--- src/hdl/spio_pkg.sv ---
// constants and state types for the shared-pin i/o port slice
// assumes a 32-bit apb slave with byte addresses on an 8-bit paddr
package spio_pkg;

  localparam int          PORT_W      = 16;          // pins in the port
  localparam int          CN_W        = 21;          // change notice inputs
  localparam int          CN_LO_W     = 16;          // enable/pull-up low word width
  localparam int          CN_HI_W     = 5;           // enable/pull-up high word width
  localparam int          RP_SEL_W    = 5;           // remap output select code width
  localparam int          RP_FUNCS    = 32;          // peripheral output functions
  localparam int          ADDR_W      = 8;           // apb address width

  localparam logic [15:0] IMPL_MASK   = 16'h7FFF;    // bits present on this part
  localparam logic [15:0] ANALOG_MASK = 16'h003F;    // pins with an analog function
  localparam logic [15:0] DIR_RST     = IMPL_MASK;   // all present pins inputs
  localparam logic [15:0] LAT_RST     = 16'h0000;
  localparam logic [15:0] OD_RST      = 16'h0000;
  localparam logic [15:0] AN_RST      = 16'h0000;    // analog mode after reset
  localparam logic [20:0] CN_RST      = 21'h000000;
  localparam logic [4:0]  RP_SEL_PORT = 5'h00;       // code that keeps port logic

  localparam logic [7:0]  ADDR_DIR    = 8'h00;
  localparam logic [7:0]  ADDR_LAT    = 8'h04;
  localparam logic [7:0]  ADDR_LEVEL  = 8'h08;
  localparam logic [7:0]  ADDR_OD     = 8'h0C;
  localparam logic [7:0]  ADDR_AN     = 8'h10;
  localparam logic [7:0]  ADDR_CNEN_L = 8'h14;
  localparam logic [7:0]  ADDR_CNEN_H = 8'h18;
  localparam logic [7:0]  ADDR_CNPU_L = 8'h1C;
  localparam logic [7:0]  ADDR_CNPU_H = 8'h20;
  localparam logic [7:0]  ADDR_CNSTAT = 8'h24;
  localparam int          FLAG_BIT    = 0;           // flag position in status word

  // main register file and synchronisers
  typedef struct packed {
    logic [15:0] dir;
    logic [15:0] lat;
    logic [15:0] od;
    logic [15:0] ancfg;
    logic [20:0] cnen;
    logic [20:0] cnpu;
    logic [15:0] pin_s1;
    logic [15:0] pin_s2;
    logic [4:0]  ext_s1;
    logic [4:0]  ext_s2;
    logic [31:0] prdata;
    logic        pslverr;
  } spio_regs_t;

  // change detector state
  typedef struct packed {
    logic [20:0] prev;
    logic        primed;
    logic        flag;
  } spio_cn_t;

endpackage

--- src/hdl/spio_cn_detect.sv ---
// change notice detector: compares enabled inputs with their last sample
// assumes cn_level is already synchronised to mclk; cn_raw comes straight off pins
`timescale 1ns/1ps
module spio_cn_detect
  import spio_pkg::*;
(
  input  wire logic              mclk,
  input  wire logic              sys_rst,
  input  wire logic [CN_W-1:0]   cn_level,
  input  wire logic [CN_W-1:0]   cn_raw,
  input  wire logic [CN_W-1:0]   cn_enable,
  input  wire logic              flag_clear,
  output logic                   cn_flag,
  output logic                   cn_wake
);

  spio_cn_t    st;        // registered state
  spio_cn_t    next_st;   // next state
  logic        changed;   // any enabled input moved

  // clocked compare; needs a first sample before it can flag
  assign changed = st.primed && ((cn_level ^ st.prev) & cn_enable) != CN_RST; // [RL22]

  // wake path is purely combinational so it works with mclk stopped
  assign cn_wake = ((cn_raw ^ st.prev) & cn_enable) != CN_RST; // [RL15]
  assign cn_flag = st.flag;

  // next state: set beats clear in the same cycle
  always_comb begin
    next_st        = st;
    next_st.prev   = cn_level;
    next_st.primed = 1'b1;
    if (changed) begin
      next_st.flag = 1'b1; // [RL22]
    end else if (flag_clear) begin
      next_st.flag = 1'b0;
    end
  end

  // state register
  always_ff @(posedge mclk) begin
    if (sys_rst) begin
      st <= '{prev: CN_RST, primed: 1'b0, flag: 1'b0};
    end else begin
      st <= next_st;
    end
  end
endmodule // spio_cn_detect

--- src/hdl/spio_port.sv ---
// shared-pin i/o port slice: direction, latch, pin levels, open drain,
// analog select, peripheral hand-over and change notification
// assumes an apb master on mclk and pins that are asynchronous to it
//
// Operation
// RL1: peripheral output overrides port through muxes
// RL2: port's own output never reaches peripheral
// RL3: driving peripheral disables port driver, pin readable
// RL4: idle enabled peripheral lets port drive
// RL5: direction bit one means input
// RL6: every pin is input after reset
// RL7: latch reads back stored latch, writes latch
// RL8: level read returns pins, write goes latch
// RL9: absent bits read zero
// RL10: open-drain bit makes pin open drain
// RL11: analog config resets zero, pins analog
// RL12: software sets input for analog pins
// RL13: analog pins read zero in level register
// RL14: software waits a cycle before reading pins
// RL15: change detection works with clocks stopped
// RL16: up to 21 change notice inputs
// RL17: either enable word enables change interrupt
// RL18: either pull-up word enables weak pull-up
// RL19: software keeps pull-ups off on outputs
// RL20: remap on fixed subset of pins
// RL21: select code zero keeps default port logic
// RL22: compare with last sample, latch shared flag
//
// Local design decisions: the address map and the APB interface to the registers.
`timescale 1ns/1ps
module spio_port
  import spio_pkg::*;
(
  input  wire logic                         mclk,
  input  wire logic                         sys_rst,
  input  wire logic                         psel,
  input  wire logic                         penable,
  input  wire logic                         pwrite,
  input  wire logic [ADDR_W-1:0]            paddr,
  input  wire logic [31:0]                  pwdata,
  output logic      [31:0]                  prdata,
  output logic                              pready,
  output logic                              pslverr,
  input  wire logic [PORT_W-1:0]            pin_in,
  output logic      [PORT_W-1:0]            pin_out,
  output logic      [PORT_W-1:0]            pin_oe,
  input  wire logic [CN_HI_W-1:0]           cn_ext_in,
  output logic      [CN_W-1:0]              pullup_en,
  output logic      [PORT_W-1:0]            analog_mode,
  input  wire logic [PORT_W*RP_SEL_W-1:0]   rp_out_sel,
  input  wire logic [RP_FUNCS-1:0]          func_out,
  input  wire logic [RP_FUNCS-1:0]          func_drive,
  output logic      [PORT_W-1:0]            periph_pin_in,
  output logic                              cn_irq,
  output logic                              cn_wake
);

  spio_regs_t          st;            // registered state
  spio_regs_t          next_st;       // next state
  logic [PORT_W-1:0]   port_en;       // port wants to drive
  logic [PORT_W-1:0]   periph_drv;    // peripheral owns the pin
  logic [PORT_W-1:0]   periph_dat;    // peripheral data per pin
  logic [PORT_W-1:0]   own_en;        // muxed drive enable
  logic [PORT_W-1:0]   own_dat;       // muxed drive data
  logic [PORT_W-1:0]   level_view;    // pin levels as software sees them
  logic [CN_W-1:0]     cn_level;      // synchronised change notice inputs
  logic [CN_W-1:0]     cn_raw;        // raw inputs for the sleep wake path
  logic                cn_flag;       // shared change flag
  logic                setup_ph;      // apb setup cycle
  logic                wr_acc;        // apb write in access phase
  logic                flag_clear;    // status write-one-to-clear

  // address decode shared by read and write paths
  function automatic logic addr_known(input logic [ADDR_W-1:0] a);
    unique case (a)
      ADDR_DIR, ADDR_LAT, ADDR_LEVEL, ADDR_OD, ADDR_AN, ADDR_CNEN_L,
      ADDR_CNEN_H, ADDR_CNPU_L, ADDR_CNPU_H, ADDR_CNSTAT: addr_known = 1'b1;
      default: addr_known = 1'b0;
    endcase
  endfunction

  // select code of one remappable pin
  function automatic logic [RP_SEL_W-1:0] rp_sel(input int idx,
                                                 input logic [PORT_W*RP_SEL_W-1:0] bus);
    rp_sel = bus[idx*RP_SEL_W +: RP_SEL_W];
  endfunction

  // zero wait states; read data was captured during setup
  assign pready     = 1'b1;
  assign prdata     = st.prdata;
  assign pslverr    = st.pslverr;
  assign setup_ph   = psel && !penable;
  assign wr_acc     = psel && penable && pwrite && addr_known(paddr);
  assign flag_clear = wr_acc && (paddr == ADDR_CNSTAT) && pwdata[FLAG_BIT];

  // direction bit low means the port drives; absent bits never drive
  assign port_en = ~st.dir & IMPL_MASK; // [RL5] [RL9]

  // per-pin ownership mux; every pin here is remappable
  generate
    for (genvar i = 0; i < PORT_W; i++) begin : g_pin
      logic [RP_SEL_W-1:0] sel; // output function of this pin
      assign sel = rp_sel(i, rp_out_sel); // [RL20]
      // code zero ties the pin to its port logic
      assign periph_drv[i] = (sel != RP_SEL_PORT) && func_drive[sel]; // [RL21] [RL3]
      assign periph_dat[i] = (sel != RP_SEL_PORT) && func_out[sel];
      // peripheral wins while it drives, else port keeps the pin
      assign own_en[i]  = periph_drv[i] ? 1'b1 : port_en[i]; // [RL1] [RL4]
      assign own_dat[i] = periph_drv[i] ? periph_dat[i] : st.lat[i]; // [RL1]
    end
  endgenerate

  // open drain only pulls low; a high is released to the outside pull-up
  assign pin_oe  = own_en & ~(st.od & own_dat); // [RL10]
  assign pin_out = own_dat & ~st.od; // [RL10]

  // peripheral never sees the port's own drive on its pin
  assign periph_pin_in = st.pin_s2 & ~(port_en & ~periph_drv); // [RL2]

  // analog pins have their digital read masked off
  assign analog_mode = ~st.ancfg & ANALOG_MASK; // [RL11]
  assign level_view  = st.pin_s2 & ~analog_mode & IMPL_MASK; // [RL13] [RL3] [RL9]

  // change notice inputs: port pins then the extra pins
  assign cn_level  = {st.ext_s2, st.pin_s2}; // [RL16]
  assign cn_raw    = {cn_ext_in, pin_in};
  assign pullup_en = st.cnpu; // [RL18]
  assign cn_irq    = cn_flag;

  // change detector; wake path runs without the clock
  spio_cn_detect u_cn (
    .mclk       (mclk),
    .sys_rst    (sys_rst),
    .cn_level   (cn_level),
    .cn_raw     (cn_raw),
    .cn_enable  (st.cnen), // [RL17]
    .flag_clear (flag_clear),
    .cn_flag    (cn_flag),
    .cn_wake    (cn_wake)
  );

  // next state: synchronisers, register writes and read capture
  always_comb begin
    next_st        = st;
    // two-stage sync; stage one feeds stage two only
    next_st.pin_s1 = pin_in;
    next_st.pin_s2 = st.pin_s1;
    next_st.ext_s1 = cn_ext_in;
    next_st.ext_s2 = st.ext_s1;
    // writes land at the access edge
    if (wr_acc) begin
      unique case (paddr)
        ADDR_DIR:    next_st.dir   = pwdata[15:0] & IMPL_MASK; // [RL5] [RL9]
        ADDR_LAT:    next_st.lat   = pwdata[15:0] & IMPL_MASK; // [RL7]
        ADDR_LEVEL:  next_st.lat   = pwdata[15:0] & IMPL_MASK; // [RL8]
        ADDR_OD:     next_st.od    = pwdata[15:0] & IMPL_MASK; // [RL10]
        ADDR_AN:     next_st.ancfg = pwdata[15:0] & ANALOG_MASK;
        ADDR_CNEN_L: next_st.cnen[CN_LO_W-1:0] = pwdata[CN_LO_W-1:0]; // [RL17]
        ADDR_CNEN_H: next_st.cnen[CN_W-1:CN_LO_W] = pwdata[CN_HI_W-1:0]; // [RL17]
        ADDR_CNPU_L: next_st.cnpu[CN_LO_W-1:0] = pwdata[CN_LO_W-1:0]; // [RL18]
        ADDR_CNPU_H: next_st.cnpu[CN_W-1:CN_LO_W] = pwdata[CN_HI_W-1:0]; // [RL18]
        default:     next_st.cnpu  = st.cnpu; // status is handled by the detector
      endcase
    end
    // read data captured in setup, shown in access
    if (setup_ph) begin
      next_st.pslverr = !addr_known(paddr);
      next_st.prdata  = 32'h00000000;
      if (!pwrite) begin
        unique case (paddr)
          ADDR_DIR:    next_st.prdata[15:0] = st.dir;
          ADDR_LAT:    next_st.prdata[15:0] = st.lat; // [RL7]
          ADDR_LEVEL:  next_st.prdata[15:0] = level_view; // [RL8] [RL13]
          ADDR_OD:     next_st.prdata[15:0] = st.od;
          ADDR_AN:     next_st.prdata[15:0] = st.ancfg;
          ADDR_CNEN_L: next_st.prdata[CN_LO_W-1:0] = st.cnen[CN_LO_W-1:0];
          ADDR_CNEN_H: next_st.prdata[CN_HI_W-1:0] = st.cnen[CN_W-1:CN_LO_W];
          ADDR_CNPU_L: next_st.prdata[CN_LO_W-1:0] = st.cnpu[CN_LO_W-1:0];
          ADDR_CNPU_H: next_st.prdata[CN_HI_W-1:0] = st.cnpu[CN_W-1:CN_LO_W];
          ADDR_CNSTAT: next_st.prdata[FLAG_BIT]    = cn_flag;
          default:     next_st.prdata = 32'h00000000; // unmapped reads zero
        endcase
      end
    end
  end

  // state register; all present pins come out of reset as inputs
  always_ff @(posedge mclk) begin
    if (sys_rst) begin
      st <= '{dir: DIR_RST, lat: LAT_RST, od: OD_RST, ancfg: AN_RST, // [RL6] [RL11]
              cnen: CN_RST, cnpu: CN_RST, pin_s1: 16'h0000, pin_s2: 16'h0000,
              ext_s1: 5'h00, ext_s2: 5'h00, prdata: 32'h00000000, pslverr: 1'b0};
    end else begin
      st <= next_st;
    end
  end
endmodule // spio_port

--- config.mk ---
export PLATFORM = sky130hd
export DESIGN_NAME = spio_port
export DESIGN_NICKNAME = d
export VERILOG_FILES = /design/src/hdl/spio_pkg.sv /design/src/hdl/spio_cn_detect.sv /design/src/hdl/spio_port.sv
export SDC_FILE = /design/constraint.sdc
export NUM_CORES = 1
export LEC_CHECK = 0
export BUFFER_PORTS_ARGS = -buffer_cell sky130_fd_sc_hd__clkbuf_2
export CORE_MARGIN = 4
export CORE_UTILIZATION = 30
export DETAILED_ROUTE_END_ITERATION = 6
export PLACE_DENSITY_LB_ADDON = 0.3
export SKIP_LAST_GASP = 1
export SLEW_MARGIN = 25
export SYNTH_ARGS = -nofsm -noshare
export SYNTH_HDL_FRONTEND = slang
export SYNTH_SLANG_ARGS = --single-unit
export TNS_END_PERCENT = 1
--- constraint.sdc ---
create_clock -name mclk -period 7.5 [get_ports mclk]
set_clock_uncertainty 0.05 [all_clocks]
set_input_delay 1.5 -clock mclk [delete_from_list [all_inputs] [get_ports mclk]]
set_output_delay 1.5 -clock mclk [all_outputs]
set_load 0.05 [all_outputs]
==> metrics.cfg <==
[status]
status=completed

[sta]
whs_ns=0.386
tns_ns=0
post-route-period-util_pct=79.2
fmax_mhz=168
hold_viol_final=0
maxSlewViolCount=0
worst_slew_pin_slew_ns=1.07
relSlewSlack_pct=28.2
rsz0062_at_grt=false
period_needed_ns=5.94
setup_viol=0

[synthesis]
synth.area.top_cells=mux4_2 24%, dfxtp_1 20%, mux2i_1 9.1%, buf_4 3.5%, mux4_1 3.4%
synth-seq-cells=175
yosysTopAreaCell=mux4_2
async_reset_ff_share_pct=0
ys_types=77
ys_seq_area_share_pct=19.6
ys_warn_count=0
synth_flop_cell=dfxtp_1
synth_top_area_share_pct=24.4
synth_area_um2=17900
synthCells=1809
syn_area_per_cell_um2=9.88
synth-edff-count=0

[critical_path]
r2r-end=u_cn.cn_flag$_SDFFE_PP0P_
cp.required_ns=5.95
endpoint_kind=output pin
cp-start-kind=input port
critPathKind=input port to output pin
crit_start=func_drive[14]
cp.arrival_ns=4.39
r2r_cells=6
critPathCapture=pin_oe[9]
timing.rr.start=cn_level[2]$_SDFF_PP0_
path_max_fanout=16
ff2ff_setup_slack_ns=5.51

[die]
ioPinCount=331
initial_core_util_pct=30.3
core_um2=59000
die_w_um=252
num_rows=89
fp.dieArea_um2=63600
fp.dieH_um=252

[hold_path]
hp-class=register to register

[cts]
cts_buffers=17
cts_resized=0
cts_setup_buffers=0
clock_latency_ns=0.44
clockRootBuffer=clkbuf_16
postCtsHoldBufs=0
cts.sinks=175
htreeDepth=4
cts_tree=done
clk_transition_reported_paths_ns=0.07
clock_path_buffers=2

[grt]
use_met1_pct=29.5
grt_overflow=0
grt_max_degree=61
grt_pass1_vias=15400
grtUsageTotal_pct=23.4
grtUsageMet3_pct=8.30
busiest_layer=met2
met2_usage_pct=36.0
grt_pass1_wl_mm=110
antenna_found_initial=24

[power]
powerDensity_nw_per_um2=149
p_leak_nw=7.42
report.power.total_mw=2.90
peakVddDrop_mv=0.154

[cells_and_area]
final_nets=2065
drive_gt1_share_pct=31.2
layout_common_cells=286 x clkbuf_2, 194 x mux4_2, 175 x dfxtp_1, 163 x mux2i_1, 135 x nand2_1
final_common_cell=clkbuf_2
syn2layout_area_growth_pct=9.01

[drt]
drc=0
finalWirelength_mm=78.3
drt_iter0_drc=2256
firstDrtPassIters=6
routedWlPerCell_um=29.5
vias=16600
viasPerCell=6.26
antenna_left=0

[placed_design]
io_buffer_count=287
place.gp.congestion=0.912
dp_hpwl_mm=53.5

[run]
cap_violations=0

## kinds of logic (layout without fill, tap and decap cells)
logic type,count (synthesis),in the layout,share of synthesized area (%)
DFF,175,175,19.6
buffers and inverters,331,364,9.65
other,2,40,0.0420
xor gates and xnor gates,43,43,2.11
AOI/OAI and AO/OA,308,308,12.5
and+or+nand+nor,522,522,16.1
muxes,428,428,40.0
## sequential cells by signal, summed over array words and instances, names as in the netlist
register,cells
pslverr,1
u_cn.st,22
prdata,16
pullup_en,21
st,72
cn_level,21
next_st,21
u_cn.cn_flag,1
## cells in the mapped netlist (10+ instances only)
cell	count
buf_6	10
clkbuf_1	110
o21a_1	10
inv_1	35
o21ai_0	21
a21oi_1	71
nor2b_1	92
nand3_1	40
nor2_1	101
a22o_1	16
nand2b_1	17
a22oi_1	37
mux2i_1	163
o211ai_1	12
dfxtp_1	175
a211o_1	13
buf_1	17
mux4_1	23
a211oi_1	15
nand2_1	135
buf_4	84
mux2_2	40
buf_2	73
a221oi_1	12
nand3b_1	29
mux4_2	194
nor3_1	14
nor3b_1	17
a31oi_1	14
xor2_1	42
or3_1	11
o22ai_1	10
## worst max-delay path, cell delays in order
cell	delay [ns]
clkbuf_2	0.45
mux4_1	0.34
mux2i_1	0.09
a211o_1	0.30
o211ai_1	0.52
mux2_2	0.42
a21oi_1	0.39
clkbuf_2	0.36
## routing by layer
metal | vias up | wire [um]
li1 | 6884 | -
met1 | 8174 | 28200
met2 | 1267 | 34900
met3 | 261 | 10800
met4 | 25 | 4160
met5 | - | 206
## worst min path at each step
stage | from | slack, ns | end | cells past startpoint
final | next_st[46]$_SDFF_PP0_ | 0.39 | cn_level[3]$_SDFF_PP0_ | 1
after global placement | next_st[35]$_SDFF_PP0_ | 0.37 | cn_level[18]$_SDFF_PP0_ | 1
after CTS | next_st[46]$_SDFF_PP0_ | 0.39 | cn_level[3]$_SDFF_PP0_ | 1
after detailed placement | next_st[46]$_SDFF_PP0_ | 0.37 | cn_level[3]$_SDFF_PP0_ | 1
after floorplan | next_st[43]$_SDFF_PP0_ | 0.36 | cn_level[0]$_SDFF_PP0_ | 1
after global routing | next_st[57]$_SDFF_PP0_ | 0.40 | cn_level[14]$_SDFF_PP0_ | 1
## area by class of cell
class	instances	area (um^2)
repair buffers	297	1510
flip-flops and latches	175	3500
clock buffers	19	433
clock inverters	12	149
fillers	6030	39500
diodes	13	32.5
inverters	36	135
multi-input cells	1328	12800
well taps	773	967
## per-stage QoR
stage	setup slack, ns	std cells	util, %	instance area [um^2]
global placement	1.59	2609	32.0	18900
detailed placement	1.56	2609	32.0	18900
CTS	1.56	2640	33.0	19500
global route	1.45	2649	33.0	19500
finish	1.56	2653	33.0	19500
floorplan	2.00	1834	-	18000
## where the power goes
group | switching [mW] | internal, mW
sequential | 0.0126 | 0.943
combinational | 0.648 | 0.387
clock | 0.408 | 0.500
(Power assumes the default switching activity.)
